### src/asq_pkg.sv
// Purpose: shared constants and types for the sample sequence control and result FIFOs
// Assumes: 32-bit register bus, byte addresses in the low eight address bits
// Notes: word offsets are byte addresses; bits 1:0 of an address are ignored
package asq_pkg;
    // sizes
    localparam int ADDR_W = 8;
    localparam int BUS_W = 32;
    localparam int RES_W = 10;
    localparam int NUM_SEQ = 4;
    localparam int NUM_SAMPLES = 8;
    localparam int STEP_W = 3;
    localparam int FIFO_DEPTH = 8;
    localparam int PTR_W = 4;
    localparam int STRB_W = 4;

    // register offsets
    localparam logic [ADDR_W-1:0] OFF_OVF = 8'h10;
    localparam logic [ADDR_W-1:0] OFF_UNF = 8'h18;
    localparam logic [ADDR_W-1:0] OFF_TRIG = 8'h28;
    localparam logic [ADDR_W-1:0] OFF_SEQ0_CTL = 8'h44;
    localparam logic [ADDR_W-1:0] OFF_SEQ3_CTL = 8'hA4;
    localparam logic [NUM_SEQ-1:0][ADDR_W-1:0] OFF_FIFO = {8'hA8, 8'h88, 8'h68, 8'h48};
    localparam logic [NUM_SEQ-1:0][ADDR_W-1:0] OFF_FSTAT = {8'hAC, 8'h8C, 8'h6C, 8'h4C};

    // reset values
    localparam logic [BUS_W-1:0] CTL0_RESET = 32'h0000_0000;
    localparam logic [3:0] SEQ3_CTL_RESET = 4'h0;
    localparam logic [BUS_W-1:0] FSTAT_RESET = 32'h0000_0100;

    // status word layout
    localparam int STAT_FULL_BIT = 12;
    localparam int STAT_EMPTY_BIT = 8;
    localparam int STAT_WR_LSB = 4;
    localparam int STAT_RD_LSB = 0;
    localparam int TRIG_BUSY_BIT = 8;

    // sequencer roles
    localparam logic [1:0] SEQ_FULL = 2'h0;
    localparam logic [1:0] SEQ_EXT_A = 2'h1;
    localparam logic [1:0] SEQ_EXT_B = 2'h2;
    localparam logic [1:0] SEQ_SINGLE = 2'h3;
    localparam logic [NUM_SEQ-1:0] ENGINE_SEQ_MASK = 4'h9;

    // bus responses
    localparam logic [1:0] RESP_OKAY = 2'h0;
    localparam logic [1:0] RESP_SLVERR = 2'h2;

    // one sample's control nibble, msb first
    typedef struct packed {
        logic tempSel;
        logic irqEn;
        logic last;
        logic diffSel;
    } asq_nibble_s;

    // request presented to the converter
    typedef struct packed {
        logic [1:0] seq;
        logic [STEP_W-1:0] step;
        logic tempSel;
        logic diffSel;
    } asq_conv_s;

    typedef enum logic [2:0] {
        ST_IDLE = 3'h1,
        ST_REQ = 3'h2,
        ST_WAIT = 3'h4
    } asq_state_e;
endpackage

### src/asq_seq_ctrl.sv
// Purpose: sample sequence control and result FIFOs behind an AXI4-Lite slave
// Assumes: converter and external result sources share core_clk
// Notes: sequencers 0 and 3 are run here; 1 and 2 are filled from the ext port
`timescale 1ns/100ps
module asq_seq_ctrl #(
    parameter int FIFO_DEPTH = asq_pkg::FIFO_DEPTH
) (
    // clock and reset
    input wire logic core_clk,
    input wire logic rst_b,
    // axi4-lite write address
    input wire logic [asq_pkg::ADDR_W-1:0] awaddr,
    input wire logic awvalid,
    output logic awready,
    // axi4-lite write data
    input wire logic [asq_pkg::BUS_W-1:0] wdata,
    input wire logic [asq_pkg::STRB_W-1:0] wstrb,
    input wire logic wvalid,
    output logic wready,
    // axi4-lite write response
    output logic [1:0] bresp,
    output logic bvalid,
    input wire logic bready,
    // axi4-lite read address
    input wire logic [asq_pkg::ADDR_W-1:0] araddr,
    input wire logic arvalid,
    output logic arready,
    // axi4-lite read data
    output logic [asq_pkg::BUS_W-1:0] rdata,
    output logic [1:0] rresp,
    output logic rvalid,
    input wire logic rready,
    // converter
    output asq_pkg::asq_conv_s convCmd,
    output logic convReq,
    input wire logic convDone,
    input wire logic [asq_pkg::RES_W-1:0] convData,
    // results of sequencers 1 and 2
    input wire logic extValid,
    input wire logic [1:0] extSeq,
    input wire logic [asq_pkg::RES_W-1:0] extData,
    // events
    output logic [asq_pkg::NUM_SEQ-1:0] rawIrq,
    output logic [asq_pkg::NUM_SEQ-1:0] ovfFlags,
    output logic [asq_pkg::NUM_SEQ-1:0] unfFlags
);
    localparam int NS = asq_pkg::NUM_SEQ;
    localparam int IW = $clog2(FIFO_DEPTH);
    localparam int PW = asq_pkg::PTR_W;
    localparam int BW = asq_pkg::BUS_W;
    localparam int RW = asq_pkg::RES_W;

    if (FIFO_DEPTH < 2 || IW > PW || (1 << IW) != FIFO_DEPTH) begin : gBadDepth
        $error("asq_seq_ctrl: FIFO_DEPTH must be a power of two that fits the pointer fields");
    end

    function automatic logic hitOff(input logic [asq_pkg::ADDR_W-1:0] a,
                                    input logic [asq_pkg::ADDR_W-1:0] off);
        hitOff = (a[asq_pkg::ADDR_W-1:2] == off[asq_pkg::ADDR_W-1:2]);
    endfunction

    function automatic logic [BW-1:0] strbMerge(input logic [BW-1:0] oldV,
                                                input logic [BW-1:0] newV,
                                                input logic [asq_pkg::STRB_W-1:0] strb);
        logic [BW-1:0] res;
        res = oldV;
        for (int i = 0; i < asq_pkg::STRB_W; i++) begin
            if (strb[i]) begin
                res[8*i +: 8] = newV[8*i +: 8];
            end
        end
        strbMerge = res;
    endfunction

    function automatic logic [BW-1:0] statWord(input logic isFull, input logic isEmpty,
                                               input logic [PW-1:0] wr,
                                               input logic [PW-1:0] rd);
        logic [BW-1:0] w;
        w = '0;
        w[asq_pkg::STAT_FULL_BIT] = isFull;
        w[asq_pkg::STAT_EMPTY_BIT] = isEmpty;
        w[asq_pkg::STAT_WR_LSB +: PW] = wr;
        w[asq_pkg::STAT_RD_LSB +: PW] = rd;
        statWord = w;
    endfunction

    // write path: address and data held until both are in
    logic awHave_r, wHave_r, bvalid_r, awready_r, wready_r;
    logic [asq_pkg::ADDR_W-1:0] wrAddr_r;
    logic [BW-1:0] wrData_r;
    logic [asq_pkg::STRB_W-1:0] wrStrb_r;
    logic [1:0] bresp_r;
    logic awTake, wTake, doWrite, awHaveNxt, wHaveNxt;
    assign awTake = awvalid & awready_r;
    assign wTake = wvalid & wready_r;
    assign doWrite = awHave_r & wHave_r & ~bvalid_r;
    assign awHaveNxt = (awHave_r & ~doWrite) | awTake;
    assign wHaveNxt = (wHave_r & ~doWrite) | wTake;

    logic wrCtl0, wrSeq3, wrOvf, wrUnf, wrTrig, wrHit;
    logic [NS-1:0] lowByte;
    assign wrCtl0 = doWrite & hitOff(wrAddr_r, asq_pkg::OFF_SEQ0_CTL);
    assign wrSeq3 = doWrite & hitOff(wrAddr_r, asq_pkg::OFF_SEQ3_CTL);
    assign wrOvf = doWrite & hitOff(wrAddr_r, asq_pkg::OFF_OVF);
    assign wrUnf = doWrite & hitOff(wrAddr_r, asq_pkg::OFF_UNF);
    assign wrTrig = doWrite & hitOff(wrAddr_r, asq_pkg::OFF_TRIG);
    assign lowByte = wrStrb_r[0] ? wrData_r[NS-1:0] : '0;

    // read path: one read open at a time
    logic arready_r, rvalid_r, arTake, rvalidNxt;
    logic [BW-1:0] rdata_r;
    logic [1:0] rresp_r;
    assign arTake = arvalid & arready_r;
    assign rvalidNxt = arTake | (rvalid_r & ~rready);

    // control registers
    logic [BW-1:0] ctl0_r;
    logic [3:0] seq3Ctl_r;
    logic [NS-1:0] ovf_r, unf_r, pending_r;
    asq_pkg::asq_nibble_s [asq_pkg::NUM_SAMPLES-1:0] ctl0Nibs;
    asq_pkg::asq_nibble_s seq3Nib;
    assign ctl0Nibs = ctl0_r;
    assign seq3Nib = {seq3Ctl_r[3:2], 1'b1, seq3Ctl_r[0]};

    // result fifos
    logic [NS-1:0] fifoInValid, fifoInReady, fifoOutValid, fifoOutReady, fifoFull, fifoEmpty;
    logic [RW-1:0] fifoInData [NS], fifoOutData [NS];
    logic [IW-1:0] fifoWrIdx [NS], fifoRdIdx [NS];
    logic [NS-1:0] rdFifoHit, rdStatHit, wrQueueHit, ovfSet, unfSet;
    logic [BW-1:0] fifoWord [NS], statPart [NS];

    // sequencer engine
    asq_pkg::asq_state_e state_r, stateNxt;
    logic [1:0] seq_r, seqNxt;
    logic [asq_pkg::STEP_W-1:0] step_r, stepNxt;
    logic [NS-1:0] startClr, rawIrq_r;
    logic convReq_r, reqGo, engPush, lastSample;
    asq_pkg::asq_conv_s conv_r;
    asq_pkg::asq_nibble_s curNib;
    assign curNib = (seq_r == asq_pkg::SEQ_SINGLE) ? seq3Nib : ctl0Nibs[step_r];
    assign reqGo = (state_r == asq_pkg::ST_REQ) & fifoInReady[seq_r];
    assign engPush = (state_r == asq_pkg::ST_WAIT) & convDone;
    assign lastSample = curNib.last
                        | (step_r == asq_pkg::STEP_W'(asq_pkg::NUM_SAMPLES - 1));

    for (genvar k = 0; k < NS; k++) begin : gSeq
        logic fromEngine;
        logic fromExt;
        logic [PW-1:0] wrIdxPad;
        logic [PW-1:0] rdIdxPad;

        assign fromEngine = engPush & (seq_r == 2'(k));
        assign fromExt = extValid & (extSeq == 2'(k))
                         & ((2'(k) == asq_pkg::SEQ_EXT_A) | (2'(k) == asq_pkg::SEQ_EXT_B));
        assign fifoInValid[k] = fromEngine | fromExt;
        assign fifoInData[k] = fromEngine ? convData : extData;
        assign ovfSet[k] = fifoInValid[k] & ~fifoInReady[k];
        assign rdFifoHit[k] = hitOff(araddr, asq_pkg::OFF_FIFO[k]);
        assign rdStatHit[k] = hitOff(araddr, asq_pkg::OFF_FSTAT[k]);
        assign wrQueueHit[k] = hitOff(wrAddr_r, asq_pkg::OFF_FIFO[k])
                               | hitOff(wrAddr_r, asq_pkg::OFF_FSTAT[k]);
        assign fifoOutReady[k] = arTake & rdFifoHit[k];
        assign unfSet[k] = fifoOutReady[k] & ~fifoOutValid[k];
        assign wrIdxPad = PW'(fifoWrIdx[k]);
        assign rdIdxPad = PW'(fifoRdIdx[k]);
        assign fifoWord[k] = (rdFifoHit[k] & fifoOutValid[k])
                             ? BW'(fifoOutData[k]) : '0;
        assign statPart[k] = rdStatHit[k]
                             ? statWord(fifoFull[k], fifoEmpty[k], wrIdxPad, rdIdxPad)
                             : '0;

        asq_fifo #(
            .WIDTH(RW),
            .DEPTH(FIFO_DEPTH),
            .IW(IW)
        ) uFifo (
            .core_clk(core_clk),
            .rst_b(rst_b),
            .inValid(fifoInValid[k]),
            .inReady(fifoInReady[k]),
            .inData(fifoInData[k]),
            .outValid(fifoOutValid[k]),
            .outReady(fifoOutReady[k]),
            .outData(fifoOutData[k]),
            .wrIdx(fifoWrIdx[k]),
            .rdIdx(fifoRdIdx[k]),
            .full(fifoFull[k]),
            .empty(fifoEmpty[k])
        );
    end

    // read selection
    logic rdCtl0, rdSeq3, rdOvf, rdUnf, rdTrig, rdHit;
    logic [BW-1:0] qPart, rdMux, trigWord;
    assign rdCtl0 = hitOff(araddr, asq_pkg::OFF_SEQ0_CTL);
    assign rdSeq3 = hitOff(araddr, asq_pkg::OFF_SEQ3_CTL);
    assign rdOvf = hitOff(araddr, asq_pkg::OFF_OVF);
    assign rdUnf = hitOff(araddr, asq_pkg::OFF_UNF);
    assign rdTrig = hitOff(araddr, asq_pkg::OFF_TRIG);
    assign rdHit = rdCtl0 | rdSeq3 | rdOvf | rdUnf | rdTrig | (|rdFifoHit) | (|rdStatHit);
    assign wrHit = wrCtl0 | wrSeq3 | wrOvf | wrUnf | wrTrig | (doWrite & (|wrQueueHit));

    always_comb begin
        trigWord = BW'(pending_r);
        trigWord[asq_pkg::TRIG_BUSY_BIT] = (state_r != asq_pkg::ST_IDLE);
        qPart = '0;
        for (int k = 0; k < NS; k++) begin
            qPart = qPart | fifoWord[k] | statPart[k];
        end
    end

    assign rdMux = qPart
                   | (rdCtl0 ? ctl0_r : '0)
                   | (rdSeq3 ? BW'(seq3Nib) : '0)
                   | (rdOvf ? BW'(ovf_r) : '0)
                   | (rdUnf ? BW'(unf_r) : '0)
                   | (rdTrig ? trigWord : '0);

    // engine next state
    always_comb begin
        stateNxt = state_r;
        seqNxt = seq_r;
        stepNxt = step_r;
        startClr = '0;
        case (state_r)
            asq_pkg::ST_IDLE: begin
                if (pending_r[asq_pkg::SEQ_FULL]) begin
                    seqNxt = asq_pkg::SEQ_FULL;
                    stepNxt = '0;
                    startClr[asq_pkg::SEQ_FULL] = 1'b1;
                    stateNxt = asq_pkg::ST_REQ;
                end else if (pending_r[asq_pkg::SEQ_SINGLE]) begin
                    seqNxt = asq_pkg::SEQ_SINGLE;
                    stepNxt = '0;
                    startClr[asq_pkg::SEQ_SINGLE] = 1'b1;
                    stateNxt = asq_pkg::ST_REQ;
                end
            end
            asq_pkg::ST_REQ: begin
                if (reqGo) begin
                    stateNxt = asq_pkg::ST_WAIT;
                end
            end
            asq_pkg::ST_WAIT: begin
                if (convDone) begin
                    if (lastSample) begin
                        stateNxt = asq_pkg::ST_IDLE;
                    end else begin
                        stepNxt = asq_pkg::STEP_W'(step_r + 1'b1);
                        stateNxt = asq_pkg::ST_REQ;
                    end
                end
            end
            default: begin
                stateNxt = asq_pkg::ST_IDLE;
            end
        endcase
    end

    // bus handshake registers
    always_ff @(posedge core_clk) begin
        if (!rst_b) begin
            awHave_r <= 1'b0;
            wHave_r <= 1'b0;
            awready_r <= 1'b0;
            wready_r <= 1'b0;
            bvalid_r <= 1'b0;
            bresp_r <= asq_pkg::RESP_OKAY;
            arready_r <= 1'b0;
            rvalid_r <= 1'b0;
            rresp_r <= asq_pkg::RESP_OKAY;
            rdata_r <= '0;
        end else begin
            awHave_r <= awHaveNxt;
            wHave_r <= wHaveNxt;
            awready_r <= ~awHaveNxt;
            wready_r <= ~wHaveNxt;
            bvalid_r <= doWrite | (bvalid_r & ~bready);
            bresp_r <= doWrite ? (wrHit ? asq_pkg::RESP_OKAY : asq_pkg::RESP_SLVERR) : bresp_r;
            arready_r <= ~rvalidNxt;
            rvalid_r <= rvalidNxt;
            rresp_r <= arTake ? (rdHit ? asq_pkg::RESP_OKAY : asq_pkg::RESP_SLVERR) : rresp_r;
            rdata_r <= arTake ? rdMux : rdata_r;
        end
    end

    always_ff @(posedge core_clk) begin
        wrAddr_r <= awTake ? awaddr : wrAddr_r;
        wrData_r <= wTake ? wdata : wrData_r;
        wrStrb_r <= wTake ? wstrb : wrStrb_r;
    end

    // software registers and sticky flags; a set wins over a clear
    always_ff @(posedge core_clk) begin
        if (!rst_b) begin
            ctl0_r <= asq_pkg::CTL0_RESET;
            seq3Ctl_r <= asq_pkg::SEQ3_CTL_RESET;
            ovf_r <= '0;
            unf_r <= '0;
            pending_r <= '0;
        end else begin
            ctl0_r <= wrCtl0 ? strbMerge(ctl0_r, wrData_r, wrStrb_r) : ctl0_r;
            seq3Ctl_r <= (wrSeq3 & wrStrb_r[0]) ? wrData_r[3:0] : seq3Ctl_r;
            ovf_r <= (ovf_r & ~(wrOvf ? lowByte : '0)) | ovfSet;
            unf_r <= (unf_r & ~(wrUnf ? lowByte : '0)) | unfSet;
            pending_r <= (pending_r & ~startClr)
                         | ((wrTrig ? lowByte : '0) & asq_pkg::ENGINE_SEQ_MASK);
        end
    end

    // engine registers
    always_ff @(posedge core_clk) begin
        if (!rst_b) begin
            state_r <= asq_pkg::ST_IDLE;
            seq_r <= asq_pkg::SEQ_FULL;
            step_r <= '0;
            convReq_r <= 1'b0;
            conv_r <= '0;
            rawIrq_r <= '0;
        end else begin
            state_r <= stateNxt;
            seq_r <= seqNxt;
            step_r <= stepNxt;
            convReq_r <= reqGo | (convReq_r & ~engPush);
            if (reqGo) begin
                conv_r.seq <= seq_r;
                conv_r.step <= step_r;
                conv_r.tempSel <= curNib.tempSel;
                conv_r.diffSel <= curNib.diffSel & ~curNib.tempSel;
            end
            rawIrq_r <= (engPush & curNib.irqEn) ? (NS'(1) << seq_r) : '0;
        end
    end

    assign awready = awready_r;
    assign wready = wready_r;
    assign bvalid = bvalid_r;
    assign bresp = bresp_r;
    assign arready = arready_r;
    assign rvalid = rvalid_r;
    assign rresp = rresp_r;
    assign rdata = rdata_r;
    assign convReq = convReq_r;
    assign convCmd = conv_r;
    assign rawIrq = rawIrq_r;
    assign ovfFlags = ovf_r;
    assign unfFlags = unf_r;
endmodule

### src/asq_fifo.sv
// Purpose: result FIFO with valid/ready on both sides and pointer visibility
// Assumes: DEPTH is a power of two, at least two
// Notes: read data is the head entry, valid whenever outValid is high
`timescale 1ns/100ps
module asq_fifo #(
    parameter int WIDTH = 10,
    parameter int DEPTH = 8,
    parameter int IW = $clog2(DEPTH)
) (
    // clock and reset
    input wire logic core_clk,
    input wire logic rst_b,
    // fill side
    input wire logic inValid,
    output logic inReady,
    input wire logic [WIDTH-1:0] inData,
    // drain side
    output logic outValid,
    input wire logic outReady,
    output logic [WIDTH-1:0] outData,
    // visibility
    output logic [IW-1:0] wrIdx,
    output logic [IW-1:0] rdIdx,
    output logic full,
    output logic empty
);
    if (DEPTH < 2 || (1 << IW) != DEPTH || WIDTH < 1) begin : gBadParam
        $error("asq_fifo: DEPTH must be a power of two of at least two");
    end

    logic [WIDTH-1:0] mem [DEPTH];
    logic [IW-1:0] wrPtr_r;
    logic [IW-1:0] rdPtr_r;
    logic [IW:0] count_r;
    logic push;
    logic pop;

    assign full = (count_r == (IW+1)'(DEPTH));
    assign empty = (count_r == '0);
    assign inReady = ~full;
    assign outValid = ~empty;
    assign push = inValid & inReady;
    assign pop = outValid & outReady;
    assign outData = mem[rdPtr_r];
    assign wrIdx = wrPtr_r;
    assign rdIdx = rdPtr_r;

    always_ff @(posedge core_clk) begin
        if (push) begin
            mem[wrPtr_r] <= inData;
        end
    end

    always_ff @(posedge core_clk) begin
        if (!rst_b) begin
            wrPtr_r <= '0;
            rdPtr_r <= '0;
            count_r <= '0;
        end else begin
            wrPtr_r <= push ? IW'(wrPtr_r + 1'b1) : wrPtr_r;
            rdPtr_r <= pop ? IW'(rdPtr_r + 1'b1) : rdPtr_r;
            count_r <= (IW+1)'(count_r + {{IW{1'b0}}, push} - {{IW{1'b0}}, pop});
        end
    end
endmodule

### config.mk
export PLATFORM = sky130hd
export DESIGN_NAME = asq_seq_ctrl
export DESIGN_NICKNAME = d
export VERILOG_FILES = /design/src/asq_pkg.sv /design/src/asq_seq_ctrl.sv /design/src/asq_fifo.sv
export SDC_FILE = /design/constraint.sdc
export NUM_CORES = 1
export LEC_CHECK = 0
export BUFFER_PORTS_ARGS = -buffer_cell sky130_fd_sc_hd__buf_4
export CORE_MARGIN = 5
export CORE_UTILIZATION = 45
export CTS_CLUSTER_SIZE = 12
export DETAILED_ROUTE_END_ITERATION = 10
export GPL_TIMING_DRIVEN = 0
export REMOVE_ABC_BUFFERS = 1
export SLEW_MARGIN = 25
export SYNTH_ARGS = -nofsm -noshare
export SYNTH_HDL_FRONTEND = slang
export SYNTH_SLANG_ARGS = --single-unit
### constraint.sdc
create_clock -name core_clk -period 3 [get_ports core_clk]
set_clock_uncertainty 0.1 [all_clocks]
set_input_delay 0.3 -clock core_clk [delete_from_list [all_inputs] [get_ports core_clk]]
set_output_delay 0.3 -clock core_clk [all_outputs]
set_load 0.1 [all_outputs]
==> impl_results.rst <==
.. list-table::
   :header-rows: 1

   * - Metric
     - Value
   * - Run status
     - complete, no violations
   * - Clock slew seen by the registers of the worst setup and hold paths
     - 0.06 ns
   * - Post-route clock period utilization
     - 0.956
   * - Sequential cell area in the final layout
     - 14,000 µm²
   * - Post-detailed-route wirelength per cell
     - 22.4 µm
   * - Hold Vio Cnt, Final
     - 0
   * - Fin nets
     - 1,732
   * - Sequential cell area fraction in the yosys report
     - 0.659
   * - Static Leak
     - 8.43 nW
   * - Stage delay of the slowest cell on the critical path
     - 0.57 ns
   * - Setup repair after global routing missed its margin
     - no
   * - Area delta synth->final
     - 19.4%
   * - Most common library cell in the layout ignoring fill and taps
     - sky130_fd_sc_hd__edfxtp_1
   * - Power consumption
     - 15.0 mW
   * - Number of violations reported at the end of detailed-routing iteration 0
     - approximately 770
   * - Yosys top cell by area
     - sky130_fd_sc_hd__edfxtp_1
   * - Commonest cells after routing, fill and taps aside
     - 362 x sky130_fd_sc_hd__edfxtp_1, 148 x sky130_fd_sc_hd__dfxtp_1, 138 x sky130_fd_sc_hd__buf_4, 107 x sky130_fd_sc_hd__nand2_1, 87 x sky130_fd_sc_hd__mux4_2
   * - Core area
     - 46,700 µm²
   * - Depth of the worst hold-timing path
     - 3
   * - # diodes
     - 0
   * - Power density cells
     - 593 nW/µm²
   * - H-tree levels
     - 2
   * - Data required, critical path
     - between 3 and 4 ns
   * - FF-to-FF path depth
     - 7
   * - Worst slew slack as a fraction of its limit
     - 0.361
   * - Final ANT Viol Nets
     - 0
   * - Mean Syn Cell Area
     - ~15 µm²
   * - Endpoint, Worst Hold
     - rresp[1]
   * - TritonCTS clock tree
     - yes
   * - Endpoint type of the worst setup path
     - register
   * - Dominant cells by area after synthesis
     - sky130_fd_sc_hd__edfxtp_1 51%, sky130_fd_sc_hd__dfxtp_1 15%, sky130_fd_sc_hd__mux4_2 9.2%, sky130_fd_sc_hd__mux2i_1 3.0%, sky130_fd_sc_hd__ha_1 2.0%
   * - Proportion of register bits with asynchronous set or reset after synthesis
     - 0
   * - Initial standard-cell utilization of the core
     - 0.455
   * - Via count of the first global-routing pass
     - 12,600
   * - CTS sink count
     - ~520
   * - First-pass GRT wire length
     - about 77,000 µm
   * - Critical Path Source Type
     - register
   * - Detailed-route via count
     - 12,500
   * - Multi-input gate area in the final layout
     - 7000 µm²
   * - Critical path class
     - register to register
   * - DRC violation count after routing
     - 0
   * - Vias per cell
     - 5.52
   * - Fillcell total
     - 3,827
   * - Area of the mapped netlist
     - 21,300 µm²
   * - Hold path startpoint
     - araddr[4]
   * - Vertical die dimension
     - 227 µm
   * - Width of the die
     - 227 µm
   * - Maximum achievable frequency
     - 349 MHz
   * - Class of the worst hold path
     - input port to register
   * - Slew @ Worst Pin
     - 0.958 ns
   * - Overall track demand over capacity in global routing
     - 0.197
   * - Crit Path Max Fanout
     - 6
   * - Final Wtd Congestion
     - 0.772
   * - Maximum vdd ir drop
     - ~0.00046 V
   * - Post-DP HPWL
     - 34,300 µm
   * - Number of placement rows
     - 79
   * - R2r endpoint
     - gSeq[1].uFifo.mem[1][9]
   * - Count of flip-flops with a built-in enable after synthesis
     - 362
   * - Number of max-cap violations
     - 0
   * - Number of buffers and inverters on the critical path
     - 2
   * - Worst r2r src
     - gSeq[1].uFifo.count_r[2]
   * - Maximum buffer depth of the clock tree
     - 3
   * - Count of TritonRoute iterations in the first routing pass
     - 5
   * - Yosys warning count
     - 0
   * - Kind of cell adding the most delay to the critical path
     - simple AND/OR/NAND/NOR gates
   * - Number of flip-flops and latches in the synthesized netlist
     - 518
   * - Fraction of layout cells with a size suffix above 1
     - 0.249
   * - Count of final setup violators
     - 0
   * - Setup slack at placement
     - -0.327 ns
   * - Largest net degree at the start of global routing
     - 150
   * - Crit path max-delay cell type
     - sky130_fd_sc_hd__nor3_2
   * - Worst setup margin
     - 0.132 ns
   * - Number of cells produced by synthesis
     - 1,412
   * - Cell chain of the critical path
     - inv_1 > ha_1 > nor3b_1 > nor3_2 > nand2_1 > nor3_2 > buf_4
   * - Die outline area
     - approximately 52,000 µm²
   * - Final TNS setup
     - 0 ns
   * - Dominant cell type by count on the critical path
     - sky130_fd_sc_hd__nor3_2
   * - Top-Level Pins
     - 144
   * - CP Data Arrival Time
     - roughly 3.1 ns
   * - Dominant synthesized flop cell
     - sky130_fd_sc_hd__edfxtp_1
   * - Global route overflow
     - 0
   * - Number of buffers added by the clock tree synthesis step
     - 55
   * - Initial antenna violation count
     - 0
   * - Share of the synthesized area in the top cell type
     - 0.512
   * - Cell chosen for the clock root
     - sky130_fd_sc_hd__clkbuf_16
   * - Clock insertion delay at the later pin of the skew report
     - 0.60 ns
   * - Final critical delay including setup and external delays
     - around 2.9 ns
   * - IO Port Bufs
     - 137
   * - Total Wirelength
     - slightly above 50,000 µm
   * - Max-slew violation count
     - 0
   * - Slack of the worst reg-to-reg path
     - between 0.1 and 0.15 ns
   * - Distinct cell type count of the synthesized netlist
     - 74
   * - Count of buffers added by post-CTS timing repair for setup
     - 0
-- flip-flops by register name, summed over array words and instances, names as in the netlist, 4 cells and up, named ones only --
register and cells:
gSeq.uFifo.wrIdx 12, rdata 32, gSeq.uFifo.rdIdx 12, wrData_r 32
wrAddr_r 6, gSeq.uFifo.mem 320, ctl0Nibs 32, convCmd 6
rawIrq 4, ovfFlags 4, unfFlags 4, gSeq.uFifo.count_r 16
wrStrb_r 4
-- cell families (layout without fill, tap and decap cells) --
kind of cell | after synthesis | count (layout) | share of synthesized area
compound gates | 172 | 172 | 0.0568
xor+xnor | 22 | 22 | 0.00907
fa+ha+maj | 38 | 38 | 0.0238
buf+inv | 107 | 344 | 0.0214
flops | 518 | 518 | 0.659
mux | 175 | 175 | 0.135
other cells | 1 | 4 | 0.000176
simple gates | 379 | 379 | 0.0951
-- metrics by stage --
step | hold WS (ns) | area (µm²) | utilization | std cells
after floorplan | 0.299 | 20900 | - | 1341
after global placement | 0.342 | 22700 | 0.487 | 2085
after detailed placement | 0.347 | 23100 | 0.494 | 2103
after CTS | 0.000970 | 25300 | 0.543 | 2259
after global routing | 0.0215 | 25400 | 0.544 | 2259
final | 0.0342 | 25400 | 0.544 | 2259
-- power by group --
group	leakage, nW	switching, mW	internal, mW
Clock	0.815	2.67	3.59
Sequential	4.53	0.0736	7.75
Combinational	3.08	0.595	0.361
-- cell type report --
type / count / area share
clock buffers: 76 / 0.0597
well taps: 607 / 0.0299
multi-input cells: 790 / 0.276
clock inverters: 22 / 0.00523
flip-flops and latches: 518 / 0.552
inverters: 33 / 0.00488
repair buffers: 213 / 0.0724
-- how the worst max path moves through the flow --
stage,startpoint,to,slack (ns),depth (start not counted)
after floorplan,arready,gSeq[1].uFifo.count_r[2],-0.88,9
final,gSeq[1].uFifo.count_r[2],gSeq[1].uFifo.mem[1][9],0.13,7
after detailed placement,gSeq[1].uFifo.count_r[2],gSeq[1].uFifo.mem[7][6],-0.33,6
after global placement,gSeq[2].uFifo.count_r[2],gSeq[2].uFifo.mem[0][1],-1.15,6
after CTS,gSeq[2].uFifo.count_r[2],gSeq[2].uFifo.count_r[2],0.03,11
after global routing,gSeq[1].uFifo.count_r[2],gSeq[1].uFifo.mem[1][9],0.02,7
-- metal layers --
| metal | up-vias | global-route usage | wire length (µm) |
|---|---|---|---|
| met1 | 6337 | 0.269 | 22100 |
| met5 | - | 0 | 0 |
| met3 | 91 | 0.0346 | 2250 |
| met4 | 0 | 0.0586 | 1460 |
| met2 | 282 | 0.326 | 24800 |
| li1 | 5766 | - | - |
-- synth_stat cells (all sizes together), types with 2 or more instances --
cell type	count
or2	3
o22ai	13
nand3	57
o21ai	24
a31oi	7
and4	2
a221oi	4
edfxtp	362
xor2	10
clkbuf	40
a21boi	71
nor2	53
or3	6
buf	34
inv	33
nand4	4
xnor2	12
ha	34
nor3	20
mux2	25
nor3b	13
and2	32
nand3b	3
a2111oi	2
a21o	6
a221o	2
nor4	9
dfxtp	156
or4b	2
a21oi	18
nor2b	28
nand2b	24
nand4bb	3
nand2	108
nor4b	2
fa	4
mux4	87
mux2i	63
a22oi	10
and3	7
-- tightest hold or removal path: stages --
cell	delay [ns]
sky130_fd_sc_hd__buf_4	0.13
sky130_fd_sc_hd__a21o_1	0.09
sky130_fd_sc_hd__a41o_1	0.16
-- timing repair --
| action | in CTS | in global routing |
|---|---|---|
| resized for setup | 8 | 7 |
| endpoints found under the hold margin | 211 | 0 |
| pin swaps | 0 | 1 |
| hold buffers | 58 | 0 |
| setup endpoints to repair | 137 | 58 |
(Power assumes the default switching activity.)
